### src/rtl/hdc_pkg.sv
package hdc_pkg;
  // ----------------------------------------
  // Timing
  // ----------------------------------------
  localparam int OSC_FREQ_HZ = 10000000;
  localparam int SYS_FREQ_HZ = 2500000;
  localparam int SYS_DIV = OSC_FREQ_HZ / SYS_FREQ_HZ;
  localparam int DIV_W = 4;
  localparam int SYS_TAP = 1;
  localparam int ONE_TAP = 2;
  localparam int CELL_TAP = 3;
  // ----------------------------------------
  // Port decode
  // ----------------------------------------
  localparam int SEL_LO = 2;
  localparam int SEL_HI = 7;
  localparam logic [1:0] OFS_COMMAND = 2'h0;
  localparam logic [1:0] OFS_DATA = 2'h1;
  localparam logic [7:0] CMD_RESET = 8'h00;
  localparam logic [5:0] BASE_RESET = 6'h00;
  // ----------------------------------------
  // Wishbone map (word addresses, byte offsets)
  // ----------------------------------------
  localparam logic [7:0] WB_CTRL = 8'h00;
  localparam logic [7:0] WB_STAT = 8'h04;
  localparam logic [7:0] WB_CMD = 8'h08;
  localparam logic [7:0] WB_DATA = 8'h0c;
  localparam int CTRL_BASE_LSB = 0;
  localparam int CTRL_RLC = 8;
  localparam int CTRL_DRST = 9;
  localparam int CTRL_DMA = 10;
  localparam int STAT_INIT = 0;
  localparam int STAT_RUN = 1;
  localparam int STAT_REQ0 = 2;
  localparam int STAT_REQ1 = 3;
  localparam int STAT_NE = 4;
endpackage : hdc_pkg

### src/rtl/hdc_clk_div.sv
`timescale 1ns/10ps
module hdc_clk_div #(
  parameter int W = 4
) (
  input wire logic ref_clk_i,
  input wire logic rst_i,
  output logic [W-1:0] count_o
);
  logic [W-1:0] cnt_reg;
  logic [W-1:0] cnt_next;
  // ----------------------------------------
  // Free running divider
  // ----------------------------------------
  always_comb begin
    cnt_next = cnt_reg + {{(W-1){1'b0}}, 1'b1};
  end
  always_ff @(posedge ref_clk_i) begin
    if (rst_i) begin
      cnt_reg <= '0;
    end else begin
      cnt_reg <= cnt_next;
    end
  end
  assign count_o = cnt_reg;
endmodule : hdc_clk_div

### src/rtl/hdc_sync.sv
`timescale 1ns/10ps
module hdc_sync #(
  parameter int W = 1
) (
  input wire logic ref_clk_i,
  input wire logic rst_i,
  input wire logic [W-1:0] d_i,
  output logic [W-1:0] q_o
);
  logic [W-1:0] s1_reg;
  logic [W-1:0] s2_reg;
  // ----------------------------------------
  // Two stage synchroniser
  // ----------------------------------------
  always_ff @(posedge ref_clk_i) begin
    if (rst_i) begin
      s1_reg <= '0;
      s2_reg <= '0;
    end else begin
      s1_reg <= d_i;
      s2_reg <= s1_reg;
    end
  end
  assign q_o = s2_reg;
endmodule : hdc_sync

### src/rtl/hdc_host_command_port.sv
// The Wishbone interface to the registers and the placing of the registers were chosen for this implementation.
`timescale 1ns/10ps
// Function
// - Reset clears boot and active flags, leaving controller dormant
// - System clock 2.5 MHz and write clocks divided from 10 MHz
// - Active flag drives phantom; boot flag enables PROM boot logic
// - A2..A7 compared with jumper base; equality asserts board select
// - Board select combined with bus control makes I/O strobes
// - Host address passed inward under boot flag control
// - Command write decoded at base with A0 and A1 zero
// - Output cycle latches command byte and sets initialise flag
// - Initialise flag stays set until reset
// - Internal memory read at offset zero drives command onto bus
// - Request latch clear clears requests and presets active flag
// - Data read strobe clears request zero; write strobe clears one
// - CRC clock from write clock when writing, recovered clock else
// - CRC and write logic enabled only while FIFO not empty
// - One master reset clears FIFO and CRC together
// - DMA cycle raises address enable; strobe loads upper address
// - Host status read at base; bit 7 shows command received
// - Host data write latches byte and sets a request latch
module hdc_host_command_port (
  input wire logic ref_clk_i,
  input wire logic rst_i,
  input wire logic wb_cyc_i,
  input wire logic wb_stb_i,
  input wire logic wb_we_i,
  input wire logic [7:0] wb_adr_i,
  input wire logic [3:0] wb_sel_i,
  input wire logic [31:0] wb_dat_i,
  output logic [31:0] wb_dat_o,
  output logic wb_ack_o,
  input wire logic [15:0] host_addr_i,
  input wire logic [7:0] host_data_i,
  input wire logic host_out_i,
  input wire logic host_inp_i,
  input wire logic [7:0] int_status_i,
  input wire logic int_rd_n_i,
  input wire logic int_wr_n_i,
  input wire logic [1:0] int_addr_i,
  input wire logic write_mode_i,
  input wire logic disk_recovered_clk_i,
  input wire logic fifo_not_empty_i,
  input wire logic dma_cycle_i,
  input wire logic [7:0] dma_upper_addr_i,
  output logic board_select_o,
  output logic phantom_n_o,
  output logic boot_enable_o,
  output logic [15:0] int_addr_o,
  output logic int_addr_oe_o,
  output logic [7:0] int_data_o,
  output logic int_data_oe_o,
  output logic [7:0] host_data_o,
  output logic host_data_oe_o,
  output logic dma_request_zero_o,
  output logic dma_request_one_o,
  output logic sys_clk_o,
  output logic one_clk_o,
  output logic cell_clk_o,
  output logic crc_clk_o,
  output logic crc_enable_o,
  output logic write_enable_o,
  output logic data_reset_o,
  output logic upper_addr_latch_enable_o,
  output logic [7:0] upper_addr_o
);
  // ----------------------------------------
  // Pin synchronisers
  // ----------------------------------------
  logic [15:0] ha;
  logic [7:0] hd;
  logic ho, hi, rdn, wrn, wmode, rclk, fne, dcyc;
  logic [1:0] ia;
  logic [7:0] ist;
  logic [7:0] uad;
  logic [3:0] div;
  hdc_sync #(.W(16)) u_sa (.ref_clk_i(ref_clk_i), .rst_i(rst_i), .d_i(host_addr_i), .q_o(ha));
  hdc_sync #(.W(8)) u_sd (.ref_clk_i(ref_clk_i), .rst_i(rst_i), .d_i(host_data_i), .q_o(hd));
  hdc_sync #(.W(8)) u_ss (.ref_clk_i(ref_clk_i), .rst_i(rst_i), .d_i(int_status_i), .q_o(ist));
  hdc_sync #(.W(8)) u_su (.ref_clk_i(ref_clk_i), .rst_i(rst_i),
    .d_i(dma_upper_addr_i), .q_o(uad));
  hdc_sync #(.W(10)) u_sc (.ref_clk_i(ref_clk_i), .rst_i(rst_i),
    .d_i({host_out_i, host_inp_i, int_rd_n_i, int_wr_n_i, write_mode_i,
      disk_recovered_clk_i, fifo_not_empty_i, dma_cycle_i, int_addr_i}),
    .q_o({ho, hi, rdn, wrn, wmode, rclk, fne, dcyc, ia}));
  hdc_clk_div #(.W(hdc_pkg::DIV_W)) u_div (.ref_clk_i(ref_clk_i), .rst_i(rst_i), .count_o(div));

  // ----------------------------------------
  // Control state
  // ----------------------------------------
  logic [5:0] base_reg, base_next;
  logic [7:0] cmd_reg, cmd_next;
  logic [7:0] dout_reg, dout_next;
  logic init_reg, init_next, run_reg, run_next;
  logic req0_reg, req0_next, req1_reg, req1_next;
  logic cr_reg, cr_next;
  logic out_d_reg, inp_d_reg;
  logic rlc_pulse, drst_pulse, dma_rd_pulse, dma_wr_pulse;
  logic sel, cmd_wr, dat_wr, out_rise, inp_rise;
  logic ack_reg, ack_next;
  logic [31:0] rdat_reg, rdat_next;
  logic wb_req, wb_wr;

  assign wb_req = wb_cyc_i && wb_stb_i && !ack_reg;
  assign wb_wr = wb_req && wb_we_i;
  assign sel = (ha[hdc_pkg::SEL_HI:hdc_pkg::SEL_LO] == base_reg);
  assign out_rise = ho && !out_d_reg;
  assign inp_rise = hi && !inp_d_reg;
  assign cmd_wr = sel && out_rise && (ha[1:0] == hdc_pkg::OFS_COMMAND);
  assign dat_wr = sel && out_rise && (ha[1:0] == hdc_pkg::OFS_DATA);
  assign rlc_pulse = wb_wr && wb_adr_i == hdc_pkg::WB_CTRL && wb_sel_i[1]
    && wb_dat_i[hdc_pkg::CTRL_RLC];
  assign drst_pulse = wb_wr && wb_adr_i == hdc_pkg::WB_CTRL && wb_sel_i[1]
    && wb_dat_i[hdc_pkg::CTRL_DRST];
  assign dma_rd_pulse = wb_wr && wb_adr_i == hdc_pkg::WB_CTRL && wb_sel_i[1]
    && wb_dat_i[hdc_pkg::CTRL_DMA];
  assign dma_wr_pulse = wb_wr && wb_adr_i == hdc_pkg::WB_CTRL && wb_sel_i[1]
    && wb_dat_i[hdc_pkg::CTRL_DMA + 1];

  // ----------------------------------------
  // Next state
  // ----------------------------------------
  always_comb begin
    base_next = base_reg;
    cmd_next = cmd_reg;
    dout_next = dout_reg;
    init_next = init_reg;
    run_next = run_reg;
    req0_next = req0_reg;
    req1_next = req1_reg;
    cr_next = cr_reg;
    if (wb_wr && wb_adr_i == hdc_pkg::WB_CTRL && wb_sel_i[0]) begin
      base_next = wb_dat_i[hdc_pkg::CTRL_BASE_LSB +: 6];
    end
    if (wb_wr && wb_adr_i == hdc_pkg::WB_STAT && wb_sel_i[0]) begin
      cr_next = wb_dat_i[7];
    end
    if (cmd_wr) begin
      cmd_next = hd;
      init_next = 1'b1;
      cr_next = 1'b1;
    end
    // Clears come first so a same cycle set wins
    if (dma_rd_pulse) begin
      req0_next = 1'b0;
    end
    if (dma_wr_pulse) begin
      req1_next = 1'b0;
    end
    if (rlc_pulse) begin
      req0_next = 1'b0;
      req1_next = 1'b0;
      run_next = 1'b1;
    end
    if (dat_wr) begin
      dout_next = hd;
      req0_next = 1'b1;
    end
  end

  always_ff @(posedge ref_clk_i) begin
    if (rst_i) begin
      base_reg <= hdc_pkg::BASE_RESET;
      cmd_reg <= hdc_pkg::CMD_RESET;
      dout_reg <= hdc_pkg::CMD_RESET;
      init_reg <= 1'b0;
      run_reg <= 1'b0;
      req0_reg <= 1'b0;
      req1_reg <= 1'b0;
      cr_reg <= 1'b0;
      out_d_reg <= 1'b0;
      inp_d_reg <= 1'b0;
    end else begin
      base_reg <= base_next;
      cmd_reg <= cmd_next;
      dout_reg <= dout_next;
      init_reg <= init_next;
      run_reg <= run_next;
      req0_reg <= req0_next;
      req1_reg <= req1_next;
      cr_reg <= cr_next;
      out_d_reg <= ho;
      inp_d_reg <= hi;
    end
  end

  // ----------------------------------------
  // Wishbone slave, ack one cycle after request
  // ----------------------------------------
  always_comb begin
    ack_next = wb_req;
    rdat_next = '0;
    unique case (wb_adr_i)
      hdc_pkg::WB_CTRL: rdat_next = {26'h0, base_reg};
      hdc_pkg::WB_STAT: rdat_next = {24'h0, cr_reg, 2'h0, fne, req1_reg, req0_reg,
        run_reg, init_reg};
      hdc_pkg::WB_CMD: rdat_next = {24'h0, cmd_reg};
      hdc_pkg::WB_DATA: rdat_next = {24'h0, dout_reg};
      default: rdat_next = '0;
    endcase
  end

  always_ff @(posedge ref_clk_i) begin
    if (rst_i) begin
      ack_reg <= 1'b0;
      rdat_reg <= '0;
    end else begin
      ack_reg <= ack_next;
      rdat_reg <= rdat_next;
    end
  end
  assign wb_ack_o = ack_reg;
  assign wb_dat_o = rdat_reg;

  // ----------------------------------------
  // Registered outputs
  // ----------------------------------------
  logic [7:0] idat_next, hdat_next;
  logic idoe_next, hdoe_next, cmd_rb, dat_rb;
  always_comb begin
    cmd_rb = !rdn && wrn && ia == hdc_pkg::OFS_COMMAND;
    dat_rb = dma_rd_pulse;
    idoe_next = cmd_rb || dat_rb;
    idat_next = cmd_rb ? cmd_reg : dout_reg;
    hdoe_next = sel && hi && !ho && ha[1:0] == hdc_pkg::OFS_COMMAND;
    hdat_next = {cr_reg, ist[6:0]};
  end

  always_ff @(posedge ref_clk_i) begin
    if (rst_i) begin
      board_select_o <= 1'b0;
      phantom_n_o <= 1'b1;
      boot_enable_o <= 1'b0;
      int_addr_o <= '0;
      int_addr_oe_o <= 1'b0;
      int_data_o <= '0;
      int_data_oe_o <= 1'b0;
      host_data_o <= '0;
      host_data_oe_o <= 1'b0;
      dma_request_zero_o <= 1'b0;
      dma_request_one_o <= 1'b0;
      sys_clk_o <= 1'b0;
      one_clk_o <= 1'b0;
      cell_clk_o <= 1'b0;
      crc_clk_o <= 1'b0;
      crc_enable_o <= 1'b0;
      write_enable_o <= 1'b0;
      data_reset_o <= 1'b0;
      upper_addr_latch_enable_o <= 1'b0;
      upper_addr_o <= '0;
    end else begin
      board_select_o <= sel;
      phantom_n_o <= !run_reg;
      boot_enable_o <= !init_reg;
      int_addr_o <= ha;
      int_addr_oe_o <= init_reg;
      int_data_o <= idat_next;
      int_data_oe_o <= idoe_next;
      host_data_o <= hdat_next;
      host_data_oe_o <= hdoe_next || inp_rise && 1'b0;
      dma_request_zero_o <= req0_reg;
      dma_request_one_o <= req1_reg;
      sys_clk_o <= div[hdc_pkg::SYS_TAP];
      one_clk_o <= div[hdc_pkg::ONE_TAP];
      cell_clk_o <= div[hdc_pkg::CELL_TAP];
      crc_clk_o <= wmode ? div[hdc_pkg::CELL_TAP] : rclk;
      crc_enable_o <= fne;
      write_enable_o <= fne && wmode;
      data_reset_o <= drst_pulse;
      upper_addr_latch_enable_o <= dcyc;
      if (dcyc) begin
        upper_addr_o <= uad;
      end
    end
  end
endmodule : hdc_host_command_port

### config.mk
export PLATFORM = sky130hd
export DESIGN_NAME = hdc_host_command_port
export DESIGN_NICKNAME = d
export VERILOG_FILES = /design/src/rtl/hdc_pkg.sv /design/src/rtl/hdc_clk_div.sv /design/src/rtl/hdc_sync.sv /design/src/rtl/hdc_host_command_port.sv
export SDC_FILE = /design/constraint.sdc
export NUM_CORES = 1
export LEC_CHECK = 0
export ABC_AREA = 1
export BUFFER_PORTS_ARGS = -buffer_cell sky130_fd_sc_hd__buf_2
export CORE_UTILIZATION = 55
export CTS_CLUSTER_SIZE = 20
export DETAILED_ROUTE_END_ITERATION = 6
export PLACE_DENSITY = 0.84
export SLEW_MARGIN = 25
export SYNTH_ARGS = -nofsm -noshare
export SYNTH_HDL_FRONTEND = slang
export SYNTH_SLANG_ARGS = --single-unit
export TNS_END_PERCENT = 5
### constraint.sdc
create_clock -name ref_clk_i -period 1.9 [get_ports ref_clk_i]
set_input_delay 0.19 -clock ref_clk_i [delete_from_list [all_inputs] [get_ports ref_clk_i]]
set_output_delay 0.19 -clock ref_clk_i [all_outputs]
set_load 0.01 [all_outputs]
# After elaboration in Yosys (flattened, before gate mapping)
# Cells that the tools add are included.
[totals] word_cells=87 input_bits=99 regBits=217 output_inout_bits=89
[classes] reduce_logical=33 n_mux=8 eq_ne=5 add_sub_neg=1
[op_table] op="$pmux W8 S4" n=1
[op_table] op="$logic_and A1 B1 Y1" n=21
[op_table] op="$eq A8 B4 Y1 const B" n=2
[op_table] op="$eq A8 B3 Y1 const B" n=1
[op_table] op="$logic_not A8 Y1" n=1
[op_table] op="$mux W8" n=1
[op_table] op="$eq A6 B6 Y1" n=1
[op_table] op="$logic_not A1 Y1" n=6
[op_table] op="$mux W1" n=6
[op_table] op="$add A4 B1 Y4 const B" n=1
[op_table] op="$logic_not A2 Y1" n=2
[op_table] op="$reduce_bool A3 Y1" n=1
[op_table] op="$eq A2 B1 Y1 const B" n=1
[op_table] op="$reduce_bool A2 Y1" n=1
[op_table] op="$logic_or A1 B1 Y1" n=1

# Longest topological paths before layout
[logic_depth] ltp_word=9 mapped_depth=10 mapped_depth_nobuf=10

# Cells and area by module
# Synthesis repeated with hierarchy kept, for this count alone.
[unflattened] cells_unflattened=816 area_unflattened_um2=6716.4
[by_module_without_submodules] mod="hdc_host_command_port" area_per_inst_um2=3657.3 cells_each=488 instances=1 seq_area_each_um2=1821.7
[by_module_without_submodules] mod="hdc_sync at u_sd ..." area_per_inst_um2=474.2 cells_each=50 instances=3 seq_area_each_um2=320.3
[by_module_without_submodules] mod="hdc_sync at u_sa" area_per_inst_um2=914.6 cells_each=99 instances=1 seq_area_each_um2=640.6
[by_module_without_submodules] mod="hdc_sync at u_sc" area_per_inst_um2=573.0 cells_each=62 instances=1 seq_area_each_um2=400.4
[by_module_without_submodules] mod="hdc_clk_div" area_per_inst_um2=148.9 cells_each=17 instances=1 seq_area_each_um2=80.1

# Least setup slack after synthesis
# Ideal clock, no wire load.
[synth_timing] kind="reg2reg" start="register base_reg[4]" end="register cmd_reg[0]" path_buffers=1 setup_slack_ps=649 synth_period_minus_slack_ps=1251 required_time_ps=1790 arrival_time_ps=1141 path_stages_with_launch=11 setup_time_ps=110 path_cell_list="dfxtp_1 > inv_1 > nand2_1 > nand2_2 > nor2_4 > nand2_2 > nor2_4 > buf_6 > nand4_1 > nand2_1 > nor2_1"
[synth_via] elab_chain_cells=3
[synth_rtl] element="from (decl)" line_no="hdc_host_command_port.sv:91" text="logic [5:0] base_reg, base_next;"
[synth_rtl] element="from (signal assigned)" line_no="hdc_host_command_port.sv:163" text="base_reg <= hdc_pkg::BASE_RESET;"
[synth_rtl] element="from (signal assigned)" line_no="hdc_host_command_port.sv:174" text="base_reg <= base_next;"
[synth_rtl] element="$eq A6 B6 Y1" line_no="hdc_host_command_port.sv:106" text="assign sel = (ha[hdc_pkg::SEL_HI:hdc_pkg::SEL_LO] == base_reg);"
[synth_rtl] element="$logic_and A1 B1 Y1 (2 in series)" line_no="hdc_host_command_port.sv:109" text="assign cmd_wr = sel && out_rise && (ha[1:0] == hdc_pkg::OFS_COMMAND);"
[synth_rtl] element="to (signal assigned)" line_no="hdc_host_command_port.sv:164" text="cmd_reg <= hdc_pkg::CMD_RESET;"
[synth_rtl] element="to (signal assigned)" line_no="hdc_host_command_port.sv:175" text="cmd_reg <= cmd_next;"
[synth_rtl] element="to (decl)" line_no="hdc_host_command_port.sv:92" text="logic [7:0] cmd_reg, cmd_next;"
# Every way passes these cells.
# A chain may end at the register's enable or synchronous reset.

# Final worst setup path
[layout_timing] start="register base_reg[4]" end="register dout_reg[3]"
[layout_via] elab_chain_cells=3
[layout_rtl] element="$eq A6 B6 Y1" line_no="hdc_host_command_port.sv:106"
[layout_rtl] element="$logic_and A1 B1 Y1 (2 in series)" line_no="hdc_host_command_port.sv:110" text="assign dat_wr = sel && out_rise && (ha[1:0] == hdc_pkg::OFS_DATA);"
[layout_rtl] element="to (signal assigned)" line_no="hdc_host_command_port.sv:165" text="dout_reg <= hdc_pkg::CMD_RESET;"
[layout_rtl] element="to (signal assigned)" line_no="hdc_host_command_port.sv:176" text="dout_reg <= dout_next;"
[layout_rtl] element="to (decl)" line_no="hdc_host_command_port.sv:93" text="logic [7:0] dout_reg, dout_next;"
# Every way passes these cells.

==> results.py <==
metrics = {
    "routing": {
        "drtPass1Iterations": 5,
        "antenna_left": 0,
        "drt_iter0_markers": 280,
        "drcViolationCount": 0,
        "num_vias": 5009,
        "wl_per_cell_um": 11.1,
        "vias_per_cell": 4.36,
        "drt-total-wl_mm": 12.7,
    },
    "place": {
        "post-dp-hpwl_mm": 7.63,
        "finalWeightedCongestion": 0.811,
        "portBuffers": 137,
    },
    "worst_hold_path": {
        "hold_end": "base_reg[4]",
        "hold_depth": 3,
        "hold_class": "input pin to register",
        "holdCritStartpoint": "wb_dat_i[4]",
    },
    "final_layout": {
        "fin_nets": 1093,
        "drive_above_1_share": 0.192,
        "filler_cell_count": 813,
        "syn2layout_area_growth_pct": 27.4,
        "fin_util": 0.724,
        "antenna_cells": 0,
    },
    "power_and_ir_drop": {
        "ir_drop_v": 0.000749,
        "power_density_mw_per_mm2": 983,
        "power_mw": 8.16,
        "p_leak_nw": 4.17,
    },
    "floorplanning": {
        "row_count": 39,
        "die_w_um": 111,
        "die_area_mm2": 0.0123,
        "io_pins": 188,
        "die_y_um": 111,
        "core-area_mm2": 0.0115,
        "start_util": 0.568,
    },
    "synth": {
        "synth-seq-cells": 193,
        "synth_area_leaders": "dfxtp_1 (59%), inv_1 (11%), nor2_1 (10%), nand2_1 (5.0%), buf_4 (2.9%)",
        "synthesis.instances": 806,
        "synth_top_area_frac": 0.593,
        "synthDistinctLibCells": 24,
        "ys_seq_area_frac": 0.593,
        "yosys_warnings": 0,
        "synth_largest_area_cell": "dfxtp_1",
        "syn_avg_cell_area_um2": 8.08,
        "syn_area_mm2": 0.00651,
    },
    "sta": {
        "setup_tns_ns": 0,
        "worstMarginPinSlew_ns": 0.648,
        "min_period_ns": 1.44,
        "fin_crit_sh": 0.760,
        "slew_headroom": 0.567,
        "rsz0062_at_grt": "false",
        "max_freq_mhz": 693,
        "finalSetupViolations": 0,
        "skew_ns": 0.00568,
        "holdWs_ns": 0.0669,
        "hold_viol": 0,
        "drv_slew": 0,
    },
    "critical_path": {
        "crit_buf_inv": 1,
        "crit_type": "register to register",
        "critPathSlowestCell": "dfxtp_1",
        "critPathRequiredTime_ns": 2.21,
        "reg2reg_depth": 9,
        "arrival_ns": 1.76,
        "r2r_end": "dout_reg[3]",
        "crit_path_max_fanout": 17,
        "r2r_start": "base_reg[4]",
        "critPathMaxStageDelay_ns": 0.36,
        "crit_family": "simple AND/OR/NAND/NOR gates",
        "cp-start-kind": "register",
        "end_kind": "register",
        "reg2reg_setup_slack_ns": 0.46,
        "crit_chain": "inv_1 > nand2_1 > nand2_2 > nor2_4 > nand2_2 > nor2_4 > nand4_1 > nand2_1 > nor2_1",
    },
    "grt": {
        "grt_pass1_wl_mm": 21.2,
        "grt_pass1_vias": 4709,
        "overflow": 0,
        "track_usage": 0.218,
        "antenna_found_initial": 0,
        "grt_max_degree": 141,
    },
    "clocking": {
        "insertion_delay_ns": 0.42,
        "cts_max_level": 4,
        "clock_path_buffers": 2,
        "cts_hold_buf": 52,
        "clock_sinks": 193,
        "clkTransAtPathRegs_ns": 0.06,
        "post_cts_resized": 0,
        "root_buffer": "clkbuf_16",
        "post-cts-setup-buffer-count": 0,
        "numCtsBuffers": 17,
        "cts_tree": "yes",
    },
    "flow_run": {
        "max_cap_violations": 0,
    },
    "status": {
        "status": "completed",
    },
}
cell usage after synthesis:
cell	n
clkinv_1	3
buf_4	25
nor2_1	175
inv_1	186
nor3_1	1
inv_2	5
dfxtp_1	193
clkbuf_1	14
a21oi_1	22
nor3_2	2
nand3b_1	1
nand4_2	2
nor2_2	4
nand2_1	86
nor2_4	4
nand3_1	18
buf_6	2
ha_1	1
o21ai_0	27
a31oi_1	5
nand4_1	17
nand2_2	3
conb_1	1
buf_2	9
worst register-to-register path: cells and delay by family (launching register included):
kind	cells	cell delay, ns
buf+inv	1	0.07
simple gates	8	0.91
flops	1	0.36
report_power, final:
group	switching (mW)	internal [mW]
logic	0.308	0.245
clock network	1.43	1.93
registers	0.0510	4.19
total	1.79	6.37
cell type report:
cell class                      count  area (um^2)  area share
Timing Repair Buffer              194         1260       0.152
Clock buffer                       22          484      0.0583
Tap cell                          143          179      0.0215
Inverter                          194          728      0.0877
Sequential cell                   193         3860       0.465
Clock inverter                     10         83.8      0.0101
Multi-Input combinational cell    393         1710       0.205
per-stage QoR:
stage | instances | area, um^2 | worst slack (ns)
floorplan | 830 | 6610 | 0.649
global placement | 1065 | 7210 | 0.502
detailed placement | 1065 | 7210 | 0.462
CTS | 1149 | 8300 | 0.451
global route | 1149 | 8300 | 0.283
finish | 1149 | 8300 | 0.457
worst max path at each step:
| stage | start | end | cells past startpoint |
|---|---|---|---|
| final | base_reg[4] | dout_reg[3] | 9 |
| after global routing | base_reg[4] | dout_reg[2] | 9 |
| after floorplan | base_reg[4] | cmd_reg[0] | 10 |
| after CTS | base_reg[4] | dout_reg[3] | 9 |
| after global placement | base_reg[4] | dout_reg[3] | 9 |
| after detailed placement | base_reg[4] | dout_reg[3] | 9 |
routing by layer:
metal / global-route usage / part of all wire
met5: 0 / 0
met4: 0.108 / 0.026
met3: 0.0711 / 0.064
met2: 0.387 / 0.50
met1: 0.233 / 0.41
placed cells by master, fill, tap and decap left out, drive strengths merged:
cell | netlist | routed
nand2 | 89 | 89
nor3 | 3 | 3
a21oi | 22 | 22
nor2 | 183 | 183
nand4 | 19 | 19
ha | 1 | 1
nand3 | 18 | 18
clkinv | 3 | 10
inv | 191 | 191
bufinv | 0 | 1
nand3b | 1 | 1
dlygate4sd3 | 0 | 52
a31oi | 5 | 5
buf | 36 | 142
clkinvlp | 0 | 2
dfxtp | 193 | 193
conb | 1 | 25
clkbuf | 14 | 22
o21ai | 27 | 27
cells by family after synthesis:
kind of cell / Yosys count / synth area share
AOI/OAI and AO/OA: 54 / 0.0424
adders and majority gates: 1 / 0.00192
buffers and inverters: 244 / 0.159
DFF: 193 / 0.593
other: 1 / 0.000576
and+or+nand+nor: 313 / 0.203
Note: power is estimated with default switching activity, not from simulation.
